===== config.mk =====
export PLATFORM = sky130hd
export DESIGN_NAME = tlc_sensor
export DESIGN_NICKNAME = d
export VERILOG_FILES = /design/src/design/tlc_sensor.v
export VERILOG_INCLUDE_DIRS = /design/src /design/src/design
export SDC_FILE = /design/constraint.sdc
export NUM_CORES = 1
export LEC_CHECK = 0
export BUFFER_PORTS_ARGS = -buffer_cell sky130_fd_sc_hd__buf_2
export CAP_MARGIN = 10
export CORE_ASPECT_RATIO = 0.7
export CORE_UTILIZATION = 55
export DETAILED_ROUTE_END_ITERATION = 6
export GPL_TIMING_DRIVEN = 1
export PLACE_DENSITY_LB_ADDON = 0.05
export SLEW_MARGIN = 5
export SYNTH_ARGS = -nofsm -noshare
export SYNTH_HDL_FRONTEND = slang
export SYNTH_SLANG_ARGS = --single-unit

===== constraint.sdc =====
create_clock -name clock -period 2.29 [get_ports clock]
set_input_delay 0.3435 -clock clock [delete_from_list [all_inputs] [get_ports clock]]
set_output_delay 0.3435 -clock clock [all_outputs]
set_load 0.02 [all_outputs]

===== src/design/tlc_regs.vh =====
`ifndef TLC_REGS_VH
`define TLC_REGS_VH

// apb byte offsets of the word-wide registers
`define TLC_OFS_LOCAL_HI    8'h00
`define TLC_OFS_LOCAL_LO    8'h04
`define TLC_OFS_REMS_HI     8'h08
`define TLC_OFS_REMS_LO     8'h0C
`define TLC_OFS_REMU_HI     8'h10
`define TLC_OFS_REMU_LO     8'h14
`define TLC_OFS_STATUS1     8'h18
`define TLC_OFS_CONFIG1     8'h1C
`define TLC_OFS_CONFIG2     8'h20
`define TLC_OFS_ONESHOT     8'h24
`define TLC_OFS_LOCAL_LIM   8'h28
`define TLC_OFS_REMCRIT_LIM 8'h2C
`define TLC_OFS_REMOT_LIM   8'h30
`define TLC_OFS_PINS        8'h34

// reset values
`define TLC_RST_CONFIG1     8'h00
`define TLC_RST_CONFIG2     8'h1F
`define TLC_RST_LOCAL_LIM   7'h55
`define TLC_RST_REMCRIT_LIM 8'h6E
`define TLC_RST_REMOT_LIM   8'h55

// configuration register 1 fields
`define TLC_C1_LOC_CRIT_MASK 0
`define TLC_C1_LOC_OT_MASK   1
`define TLC_C1_REM_CRIT_MASK 2
`define TLC_C1_REM_OT_MASK   3
`define TLC_C1_STANDBY       6

// configuration register 2 filter enable field
`define TLC_C2_FILTER_HI 2
`define TLC_C2_FILTER_LO 1

// status register 1 fields
`define TLC_S1_BUSY     7
`define TLC_S1_LOC_HIGH 4
`define TLC_S1_REM_CRIT 3
`define TLC_S1_REM_OT   1

// bus timeout timing
`define TLC_TIMEOUT_MIN_US 25000
`define TLC_CLOCK_KHZ      50000

`endif


===== src/design/tlc_sensor.v =====
// Operation
// - local reading compared to shared local limit; masks pick critical and/or overtemp output
// - every limit comparison result readable in status register 1
// - remote reading compared to critical and overtemp limits, each gated by its mask
// - reset limits: remote critical 110, remote overtemp 85, local shared 85
// - both alert outputs open-drain, pulled low when asserted, released otherwise
// - filter on: comparisons use filtered remote reading with finer resolution
// - standby bit stops conversions while bus interface stays active
// - a write to one-shot register starts exactly one round only in standby, else ignored; value not kept
// - one-shot converts local then remote once, then updates both alerts
// - readings left-justified 16-bit words in byte pairs; local is 10-bit plus sign
// - remote reading given at once in 13-bit unsigned and 12-bit plus sign pairs
// - lowest two remote bits carry data only with the filter on, else zero
// - limits unsigned 1 degree per bit; local 7 bits, remote 8 bits
// - temperature registers readable anytime, returning last completed conversion
// - bus line low past timeout resets bus engine and releases the data pin
// - timeout interval lies between 25 ms and 35 ms of continuous low
// - filter field 00 off, 11 on, other codes reserved
// - busy flag high only during conversion; local and remote alternate round-robin
`timescale 1ns/1ps
`default_nettype none
`include "tlc_regs.vh"

module tlc_sensor #(
    parameter TIMEOUT_CYCLES = `TLC_TIMEOUT_MIN_US * (`TLC_CLOCK_KHZ / 1000)
) (
    input  wire        clock,
    input  wire        nrst,
    // apb slave
    input  wire        psel,
    input  wire        penable,
    input  wire        pwrite,
    input  wire [7:0]  paddr,
    input  wire [31:0] pwdata,
    output reg  [31:0] prdata,
    output wire        pready,
    output reg         pslverr,
    // converter front end, same clock
    output reg         convStart,
    output reg         convRemote,
    input  wire        convDone,
    input  wire [10:0] localSample,
    input  wire [13:0] remoteSample,
    input  wire [13:0] remoteFiltered,
    // bus lines and bus engine
    input  wire        smbClkIn,
    input  wire        smbDatIn,
    input  wire        smbDatDriveReq,
    output wire        smbDatOut,
    output wire        smbDatOe,
    output wire        smbClkOut,
    output wire        smbClkOe,
    output reg         smbEngineReset,
    // open-drain alert pins
    input  wire        criticalAlertIn,
    output wire        criticalAlertOut,
    output reg         criticalAlertOe,
    input  wire        overtempAlertIn,
    output wire        overtempAlertOut,
    output reg         overtempAlertOe
);

    localparam ST_IDLE   = 2'd0;
    localparam ST_LOCAL  = 2'd1;
    localparam ST_REMOTE = 2'd2;
    localparam ST_UPDATE = 2'd3;

    // signed 1/256 degree value exceeds an unsigned whole-degree limit;
    // 17 bits so a remote reading past 128 degrees keeps its magnitude
    function gtLimit;
        input [16:0] word;
        input [7:0]  limit;
        begin
            gtLimit = $signed(word) > $signed({1'b0, limit, 8'h00});
        end
    endfunction

    // clamp a 14-bit signed 1/32 degree sample into a left-justified 16-bit word
    function [15:0] clampWord;
        input [13:0] sample;
        input        unsignedFmt;
        input        fine;
        reg   [13:0] v;
        begin
            v = sample;
            if (unsignedFmt && sample[13]) begin
                v = 14'h0000;
            end else if (!unsignedFmt && sample[13:12] == 2'b01) begin
                v = 14'h0FFF;
            end else if (!unsignedFmt && sample[13:12] == 2'b10) begin
                v = 14'h3000;
            end
            if (!fine) begin
                v[1:0] = 2'b00;
            end
            if (unsignedFmt) begin
                clampWord = {v[12:0], 3'b000};
            end else begin
                clampWord = {v[12], v[11:0], 3'b000};
            end
        end
    endfunction

    // sequencer state
    reg [1:0]  state_r;
    reg [1:0]  state_nxt;

    // software settings and limits
    reg [7:0]  config1_r;
    reg [7:0]  config2_r;
    reg [6:0]  localLim_r;
    reg [7:0]  remCritLim_r;
    reg [7:0]  remOtLim_r;
    reg        oneShotPend_r;

    // latest completed results; only whole conversions land here
    reg [15:0] localWord_r;
    reg [13:0] remoteVal_r;
    reg        remoteFine_r;

    // pin synchronisers and bus low-time counter
    reg [1:0]  smbClkSync_r;
    reg [1:0]  smbDatSync_r;
    reg [1:0]  critPinSync_r;
    reg [1:0]  otPinSync_r;
    reg [20:0] lowCount_r;

    // mode decode and bus phase
    wire        standby   = config1_r[`TLC_C1_STANDBY];
    wire        filterOn  = config2_r[`TLC_C2_FILTER_HI:`TLC_C2_FILTER_LO] == 2'b11;
    wire        busy      = (state_r == ST_LOCAL) || (state_r == ST_REMOTE);
    wire        apbWrite  = psel && penable && pwrite;
    wire        apbSetup  = psel && !penable;

    // round boundaries, shared by the sequencer and the one-shot request
    wire        roundStart = (state_r == ST_IDLE) && (state_nxt == ST_LOCAL);
    wire        localDone  = (state_r == ST_LOCAL) && convDone;
    wire        remoteDone = (state_r == ST_REMOTE) && convDone;

    // two read views of the one stored remote value
    wire [15:0] remSigned = clampWord(remoteVal_r, 1'b0, remoteFine_r);
    wire [15:0] remUnsign = clampWord(remoteVal_r, 1'b1, remoteFine_r);
    // comparison operands at 1/256 degree
    wire [16:0] localCmp  = {localWord_r[15], localWord_r};
    wire [16:0] remCmp    = {remoteVal_r, 3'b000};

    // comparisons against the latest completed set; masks do not touch these
    wire localHigh = gtLimit(localCmp, {1'b0, localLim_r});
    wire remCrit   = gtLimit(remCmp, remCritLim_r);
    wire remOt     = gtLimit(remCmp, remOtLim_r);

    // unmasked paths onto each output
    wire critAny = (localHigh && !config1_r[`TLC_C1_LOC_CRIT_MASK])
                || (remCrit && !config1_r[`TLC_C1_REM_CRIT_MASK]);
    wire otAny   = (localHigh && !config1_r[`TLC_C1_LOC_OT_MASK])
                || (remOt && !config1_r[`TLC_C1_REM_OT_MASK]);

    // saturating compare; 21 bits cover the 25 ms default at 50 MHz
    wire timedOut = lowCount_r >= TIMEOUT_CYCLES[20:0];

    // open-drain pins sit at zero and only the enables move; no clock stretching
    assign pready           = 1'b1;
    assign criticalAlertOut = 1'b0;
    assign overtempAlertOut = 1'b0;
    assign smbDatOut        = 1'b0;
    assign smbClkOut        = 1'b0;
    assign smbClkOe         = 1'b0; // clock line is only ever an input
    assign smbDatOe         = smbDatDriveReq && !smbEngineReset;

    // conversion round-robin: local then remote, then refresh alerts
    always @* begin
        state_nxt = state_r;
        case (state_r)
            ST_IDLE: begin
                // standby parks here until a one-shot request is pending
                if (!standby || oneShotPend_r) begin
                    state_nxt = ST_LOCAL;
                end
            end
            ST_LOCAL: begin
                if (convDone) begin
                    state_nxt = ST_REMOTE;
                end
            end
            ST_REMOTE: begin
                if (convDone) begin
                    state_nxt = ST_UPDATE;
                end
            end
            ST_UPDATE: begin
                state_nxt = ST_IDLE;
            end
            default: begin
                state_nxt = ST_IDLE;
            end
        endcase
    end

    // sequencer, result capture and alert drive
    always @(posedge clock or negedge nrst) begin
        if (!nrst) begin
            state_r         <= ST_IDLE;
            convStart       <= 1'b0;
            convRemote      <= 1'b0;
            localWord_r     <= 16'h0000;
            remoteVal_r     <= 14'h0000;
            remoteFine_r    <= 1'b0;
            criticalAlertOe <= 1'b0;
            overtempAlertOe <= 1'b0;
        end else begin
            state_r   <= state_nxt;
            convStart <= roundStart || localDone;
            if (roundStart) begin
                convRemote <= 1'b0;
            end else if (localDone) begin
                convRemote <= 1'b1;
            end
            // results land only at completion, so reads never see partial data
            if (localDone) begin
                localWord_r <= {localSample, 5'b00000};
            end
            // filter off keeps the coarse reading, so its low two bits never count
            if (remoteDone) begin
                remoteVal_r  <= filterOn ? remoteFiltered : {remoteSample[13:2], 2'b00};
                remoteFine_r <= filterOn;
            end
            // alerts follow one full set of results
            if (state_r == ST_UPDATE) begin
                criticalAlertOe <= critAny;
                overtempAlertOe <= otAny;
            end
        end
    end

    // register writes; one-shot request set wins over its clear
    always @(posedge clock or negedge nrst) begin
        if (!nrst) begin
            config1_r     <= `TLC_RST_CONFIG1;
            config2_r     <= `TLC_RST_CONFIG2;
            localLim_r    <= `TLC_RST_LOCAL_LIM;
            remCritLim_r  <= `TLC_RST_REMCRIT_LIM;
            remOtLim_r    <= `TLC_RST_REMOT_LIM;
            oneShotPend_r <= 1'b0;
        end else begin
            // configuration bytes are kept whole, reserved bits included
            if (apbWrite && paddr == `TLC_OFS_CONFIG1) begin
                config1_r <= pwdata[7:0];
            end
            if (apbWrite && paddr == `TLC_OFS_CONFIG2) begin
                config2_r <= pwdata[7:0];
            end
            // limits are unsigned whole degrees; upper data bits are dropped
            if (apbWrite && paddr == `TLC_OFS_LOCAL_LIM) begin
                localLim_r <= pwdata[6:0];
            end
            if (apbWrite && paddr == `TLC_OFS_REMCRIT_LIM) begin
                remCritLim_r <= pwdata[7:0];
            end
            if (apbWrite && paddr == `TLC_OFS_REMOT_LIM) begin
                remOtLim_r <= pwdata[7:0];
            end
            // written data is dropped; only the request survives
            if (apbWrite && paddr == `TLC_OFS_ONESHOT && standby) begin
                oneShotPend_r <= 1'b1;
            end else if (roundStart) begin
                oneShotPend_r <= 1'b0;
            end
        end
    end

    // read data captured in the setup cycle, valid across the access cycle
    always @(posedge clock or negedge nrst) begin
        if (!nrst) begin
            prdata  <= 32'h00000000;
            pslverr <= 1'b0;
        end else if (apbSetup) begin
            pslverr <= 1'b0;
            prdata  <= 32'h00000000;
            case (paddr)
                `TLC_OFS_LOCAL_HI:    prdata[7:0] <= localWord_r[15:8];
                `TLC_OFS_LOCAL_LO:    prdata[7:0] <= localWord_r[7:0];
                `TLC_OFS_REMS_HI:     prdata[7:0] <= remSigned[15:8];
                `TLC_OFS_REMS_LO:     prdata[7:0] <= remSigned[7:0];
                `TLC_OFS_REMU_HI:     prdata[7:0] <= remUnsign[15:8];
                `TLC_OFS_REMU_LO:     prdata[7:0] <= remUnsign[7:0];
                `TLC_OFS_CONFIG1:     prdata[7:0] <= config1_r;
                `TLC_OFS_CONFIG2:     prdata[7:0] <= config2_r;
                `TLC_OFS_ONESHOT:     prdata[7:0] <= 8'h00;
                `TLC_OFS_LOCAL_LIM:   prdata[6:0] <= localLim_r;
                `TLC_OFS_REMCRIT_LIM: prdata[7:0] <= remCritLim_r;
                `TLC_OFS_REMOT_LIM:   prdata[7:0] <= remOtLim_r;
                `TLC_OFS_PINS:        prdata[1:0] <= {otPinSync_r[1], critPinSync_r[1]};
                // status bits are live, so a limit write shows at once
                `TLC_OFS_STATUS1: begin
                    prdata[`TLC_S1_BUSY]     <= busy;
                    prdata[`TLC_S1_LOC_HIGH] <= localHigh;
                    prdata[`TLC_S1_REM_CRIT] <= remCrit;
                    prdata[`TLC_S1_REM_OT]   <= remOt;
                end
                // unmapped offsets flag an error and read as zero
                default:              pslverr <= 1'b1;
            endcase
        end
    end

    // pin synchronisers; first stage feeds only the second
    always @(posedge clock or negedge nrst) begin
        if (!nrst) begin
            smbClkSync_r  <= 2'b11;
            smbDatSync_r  <= 2'b11;
            critPinSync_r <= 2'b11;
            otPinSync_r   <= 2'b11;
        end else begin
            smbClkSync_r  <= {smbClkSync_r[0], smbClkIn};
            smbDatSync_r  <= {smbDatSync_r[0], smbDatIn};
            critPinSync_r <= {critPinSync_r[0], criticalAlertIn};
            otPinSync_r   <= {otPinSync_r[0], overtempAlertIn};
        end
    end

    // bus low-time watchdog; holds the engine in reset until both lines are high
    always @(posedge clock or negedge nrst) begin
        if (!nrst) begin
            lowCount_r     <= 21'd0;
            smbEngineReset <= 1'b0;
        end else begin
            // either line low counts; both high again clears count and reset
            if (smbClkSync_r[1] && smbDatSync_r[1]) begin
                lowCount_r     <= 21'd0;
                smbEngineReset <= 1'b0;
            end else if (!timedOut) begin
                lowCount_r <= lowCount_r + 21'd1;
            end else begin
                smbEngineReset <= 1'b1;
            end
        end
    end

endmodule
`default_nettype wire


==> impl_metrics.prom <==
# TYPE chip_impl_metric gauge
chip_impl_metric{name="n_antenna_cell",unit=""} 0
chip_impl_metric{name="drive_gt1_share",unit="%"} 25.16
chip_impl_metric{name="path_clk_slew",unit="ns"} 0.08
chip_impl_metric{name="die-width",unit="microns"} 131.5
chip_impl_metric{name="cts_inserted_buffers",unit=""} 9
chip_impl_info{name="synth-main-ff-cell",value="sky130_fd_sc_hd__dfrtp_1"} 1
chip_impl_metric{name="finalClockSkew",unit="ns"} 0.008928
chip_impl_metric{name="irDropWorstVdd",unit="mV"} 0.4579
chip_impl_metric{name="maximum_number_of_pins_on_one_net_before_global_route_repair",unit=""} 112
chip_impl_metric{name="synth.mux.area_fraction",unit="%"} 8.823
chip_impl_info{name="crit_family",value="simple AND/OR/NAND/NOR gates"} 1
chip_impl_metric{name="grt_overflow_total",unit=""} 0
chip_impl_metric{name="post_synth_xor_area_fraction",unit="%"} 0.1357
chip_impl_metric{name="first_pass_grt_wire_length",unit="microns"} 27810
chip_impl_info{name="min-delay-path-class",value="in2async"} 1
chip_impl_metric{name="fmaxAchievable",unit="MHz"} 462.3
chip_impl_metric{name="cts_hold_buf",unit=""} 0
chip_impl_metric{name="std_cell_rows",unit=""} 32
chip_impl_metric{name="critPathArrivalTime",unit="ns"} 2.43
chip_impl_info{name="critical_path.slowest_cell",value="sky130_fd_sc_hd__or4_1"} 1
chip_impl_metric{name="worst_slew_margin_rel",unit="%"} 41.17
chip_impl_metric{name="synthAdderAreaFrac",unit="%"} 5.972
chip_impl_metric{name="hold_viol",unit=""} 0
chip_impl_metric{name="die_boundary_height",unit="microns"} 92.62
chip_impl_info{name="critical_path.endpoint",value="lowCount_r[8]"} 1
chip_impl_info{name="ctsRootBufferMaster",value="sky130_fd_sc_hd__clkbuf_16"} 1
chip_impl_metric{name="post_detailed_route_wirelength_per_cell",unit="microns"} 18.89
chip_impl_metric{name="slew_viol_final",unit=""} 0
chip_impl_metric{name="maxCapViolCount",unit=""} 0
chip_impl_metric{name="ys_ff_latch",unit=""} 111
chip_impl_metric{name="cp.buffers_inverters",unit=""} 0
chip_impl_info{name="main_combinational_cell_family_by_area_after_synthesis",value="simple AND/OR/NAND/NOR gates"} 1
chip_impl_metric{name="ys.warnings.count",unit=""} 0
chip_impl_metric{name="clock_latency",unit="ns"} 0.36
chip_impl_metric{name="final_period_minus_worst_setup_slack",unit="ns"} 2.163
chip_impl_info{name="critPathLaunchType",value="register"} 1
chip_impl_metric{name="coreArea",unit="sq um"} 11210
chip_impl_metric{name="grtUsageMet1",unit="%"} 45.72
chip_impl_metric{name="setup_total_negative_slack",unit="ns"} 0
chip_impl_metric{name="start_util",unit="%"} 57.56
chip_impl_metric{name="drtAntennaViolNets",unit=""} 0
chip_impl_metric{name="globalRouteMet2Util",unit="%"} 41.53
chip_impl_metric{name="drt_iter0_markers",unit=""} 540
chip_impl_info{name="grt_busiest_layer",value="met1"} 1
chip_impl_metric{name="clock-sinks",unit=""} 111
chip_impl_metric{name="final.fill_count",unit=""} 895
chip_impl_metric{name="timing.reg2reg.setup_slack",unit="ns"} 0.13
chip_impl_metric{name="detailedRoute.firstPassIterationCount",unit=""} 5
chip_impl_metric{name="synthesized_cell_area",unit="sq um"} 6452
chip_impl_metric{name="synth_edf_count",unit=""} 0
chip_impl_metric{name="simple_gate_area_share_of_the_yosys_netlist",unit="%"} 17.12
chip_impl_info{name="crit_top_cell",value="sky130_fd_sc_hd__or4_1"} 1
chip_impl_metric{name="cts-htree-levels",unit=""} 3
chip_impl_metric{name="drcViolationCount",unit=""} 0
chip_impl_metric{name="drt-vias-per-instance",unit=""} 5.976
chip_impl_metric{name="leakagePower",unit="nW"} 3.523
chip_impl_info{name="capturing_element_type_of_the_critical_path",value="register"} 1
chip_impl_metric{name="hpwl_after_detailed_placement",unit="microns"} 13460
chip_impl_metric{name="vias_in_the_first_global_route",unit=""} 5180
chip_impl_info{name="grt_setup_unrepaired",value="false"} 1
chip_impl_metric{name="buffers_added_on_ports",unit=""} 78
chip_impl_metric{name="routabilityCongestion",unit=""} 0.9771
chip_impl_metric{name="globalRouteMet3Util",unit="%"} 8.046
chip_impl_metric{name="netlist_instances",unit=""} 683
chip_impl_metric{name="finalWirelength",unit="microns"} 17610
chip_impl_info{name="run_status",value="completed"} 1
chip_impl_metric{name="io_pins",unit=""} 135
chip_impl_metric{name="nets",unit=""} 894
chip_impl_metric{name="flow.area_growth_from_synthesis",unit="%"} 14.95
chip_impl_info{name="cts_tree",value="yes"} 1
chip_impl_metric{name="critical_path_peak_fanout",unit=""} 20
chip_impl_info{name="critical_path.reg2reg.startpoint",value="lowCount_r[13]"} 1
chip_impl_metric{name="compound_gate_fraction_of_synth_area",unit="%"} 16.83
chip_impl_metric{name="critPathRequiredTime",unit="ns"} 2.56
chip_impl_metric{name="worst-path-stages",unit=""} 4
chip_impl_info{name="criticalPathCategory",value="reg2reg"} 1
chip_impl_metric{name="power.density_cell_area",unit="nW/um^2"} 776.3
chip_impl_info{name="critical_path.cell_chain",value="or4_1, o311a_4, or4_1, a21oi_1"} 1
chip_impl_metric{name="fin_crit_sh",unit="%"} 94.47
chip_impl_metric{name="ys_types",unit=""} 63
chip_impl_metric{name="worst-r2r-cell-count",unit=""} 4
chip_impl_metric{name="slew_at_the_pin_closest_to_its_max_slew_limit",unit="ns"} 0.8803
chip_impl_metric{name="timing.critical_path.slowest_cell_delay",unit="ns"} 0.53
chip_impl_metric{name="synth.avg_cell_area",unit="sq um"} 9.447
chip_impl_metric{name="async_flop_share",unit="%"} 100.0
chip_impl_info{name="crit_start",value="lowCount_r[13]"} 1
chip_impl_metric{name="power.total",unit="mW"} 5.758
chip_impl_info{name="reg_to_reg_end",value="lowCount_r[8]"} 1
chip_impl_metric{name="die_area",unit="sq um"} 12180
chip_impl_metric{name="grt_usage",unit="%"} 29.91
chip_impl_metric{name="route.vias.total",unit=""} 5570
chip_impl_metric{name="cts.repair_timing.setup_buffer_count",unit=""} 0
chip_impl_metric{name="setup_violations",unit=""} 0
chip_impl_metric{name="synth-seq-area-share",unit="%"} 43.55
chip_impl_metric{name="max-clock-path-buffers",unit=""} 2
chip_impl_metric{name="grt_antenna_before_repair",unit=""} 0
## state kept, by name, summed over array words and instances (netlist names), 2 cells and up
signal	count
config1_r	8
config2_r	8
critPinSync_r	2
localLim_r	7
localWord_r	11
lowCount_r	21
otPinSync_r	2
prdata	8
remCritLim_r	8
remOtLim_r	8
remoteVal_r	14
smbClkSync_r	2
smbDatSync_r	2
state_r	2
## worst min-delay path by stage
stage	slack (ns)	to	start	cells past startpoint
2_1_floorplan	0.05	config1_r[0]	nrst	0
3_3_place_gp	0.35	otPinSync_r[1]	otPinSync_r[0]	0
3_5_place_dp	0.35	smbDatSync_r[1]	smbDatSync_r[0]	0
4_1_cts	0.07	smbClkSync_r[0]	smbClkIn	1
5_1_grt	0.06	critPinSync_r[0]	criticalAlertIn	1
6_report	0.03	smbEngineReset	nrst	2
## cells in the final DEF (no fill, tap or decap), types with 4 or more instances in the layout
| master | synthesis | routed |
|---|---|---|
| sky130_fd_sc_hd__a21o_1 | 4 | 4 |
| sky130_fd_sc_hd__a21oi_1 | 37 | 37 |
| sky130_fd_sc_hd__a22o_1 | 4 | 4 |
| sky130_fd_sc_hd__a22oi_1 | 5 | 5 |
| sky130_fd_sc_hd__a311oi_1 | 4 | 4 |
| sky130_fd_sc_hd__a31oi_1 | 6 | 6 |
| sky130_fd_sc_hd__a32oi_1 | 4 | 4 |
| sky130_fd_sc_hd__a41oi_1 | 4 | 4 |
| sky130_fd_sc_hd__and2_1 | 5 | 5 |
| sky130_fd_sc_hd__and3_1 | 7 | 7 |
| sky130_fd_sc_hd__buf_2 | 3 | 77 |
| sky130_fd_sc_hd__buf_4 | 30 | 36 |
| sky130_fd_sc_hd__clkbuf_16 | 0 | 10 |
| sky130_fd_sc_hd__conb_1 | 2 | 30 |
| sky130_fd_sc_hd__dfrtp_1 | 85 | 85 |
| sky130_fd_sc_hd__dfstp_2 | 26 | 26 |
| sky130_fd_sc_hd__ha_1 | 30 | 30 |
| sky130_fd_sc_hd__inv_1 | 32 | 32 |
| sky130_fd_sc_hd__mux2_2 | 31 | 31 |
| sky130_fd_sc_hd__mux2i_1 | 22 | 22 |
| sky130_fd_sc_hd__nand2_1 | 82 | 82 |
| sky130_fd_sc_hd__nand3_1 | 19 | 19 |
| sky130_fd_sc_hd__nand4_1 | 7 | 7 |
| sky130_fd_sc_hd__nor2_1 | 30 | 30 |
| sky130_fd_sc_hd__nor2b_1 | 10 | 10 |
| sky130_fd_sc_hd__nor3_1 | 10 | 10 |
| sky130_fd_sc_hd__nor4_1 | 6 | 6 |
| sky130_fd_sc_hd__o21ai_0 | 63 | 63 |
| sky130_fd_sc_hd__o31ai_1 | 6 | 6 |
| sky130_fd_sc_hd__or3_1 | 14 | 14 |
| sky130_fd_sc_hd__or4_1 | 9 | 9 |
## stage by stage
step,instances,setup WS [ns],util [%],hold slack [ns],area (sq um)
after floorplan,711,0.2474,-,0.04791,6558
after detailed placement,916,0.01901,63.30,0.3484,7097
after global routing,932,0.04371,66.16,0.06101,7417
after global placement,916,0.07190,63.30,0.3470,7097
final,932,0.1267,66.16,0.03190,7417
after CTS,932,0.07602,66.06,0.07019,7406
## cell usage after synthesis (5+ instances only)
master,instances,area (sq um)
sky130_fd_sc_hd__dfstp_2,26,683.2
sky130_fd_sc_hd__a31oi_1,6,37.54
sky130_fd_sc_hd__nand4_1,7,43.79
sky130_fd_sc_hd__ha_1,30,375.4
sky130_fd_sc_hd__nand3_1,19,95.09
sky130_fd_sc_hd__dfrtp_1,85,2127
sky130_fd_sc_hd__clkbuf_1,26,97.59
sky130_fd_sc_hd__nor3_1,10,50.05
sky130_fd_sc_hd__inv_1,32,120.1
sky130_fd_sc_hd__nor2b_1,10,62.56
sky130_fd_sc_hd__a22oi_1,5,37.54
sky130_fd_sc_hd__o31ai_1,6,45.04
sky130_fd_sc_hd__buf_4,30,225.2
sky130_fd_sc_hd__a21oi_1,37,185.2
sky130_fd_sc_hd__or3_1,14,87.58
sky130_fd_sc_hd__and2_1,5,31.28
sky130_fd_sc_hd__nor2_1,30,112.6
sky130_fd_sc_hd__o21ai_0,63,315.3
sky130_fd_sc_hd__nand2_1,82,307.8
sky130_fd_sc_hd__mux2_2,31,349.1
sky130_fd_sc_hd__or4_1,9,67.56
sky130_fd_sc_hd__and3_1,7,43.79
sky130_fd_sc_hd__mux2i_1,22,220.2
sky130_fd_sc_hd__nor4_1,6,37.54
## power by group
part	leakage, nW	switching (mW)	internal, mW
logic	2.03	0.846	0.624
registers	1.34	0.409	2.28
clock network	0.152	0.770	0.830
total	3.52	2.03	3.73
## final cells by class
type	count	area [sq um]	share of cell area, %
Tap cell	153	191.4	2.581
Timing Repair Buffer	115	695.7	9.379
Inverter	32	120.1	1.619
Multi-Input combinational cell	505	3292	44.38
Sequential cell	111	2810	37.89
Clock buffer	10	250.2	3.374
Clock inverter	6	57.56	0.7760
## what timing repair did
item,4_1_cts,5_1_grt
endpoints found under the setup margin,4,9
endpoints found under the hold margin,0,0
resized for setup,1,2
## metal layers
layer | up-vias | share of wire, %
met5 | - | 0
met4 | 0 | 1.5
met3 | 23 | 12
met2 | 329 | 40
met1 | 2621 | 47
li1 | 2597 | -
## cell families after synthesis
| kind of cell | Yosys count |
|---|---|
| compound gates | 172 |
| xor+xnor | 1 |
| fa+ha+maj | 31 |
| buf+inv | 95 |
| flops | 111 |
| mux | 53 |
| other cells | 2 |
| simple gates | 218 |
(Power assumes the default switching activity.)
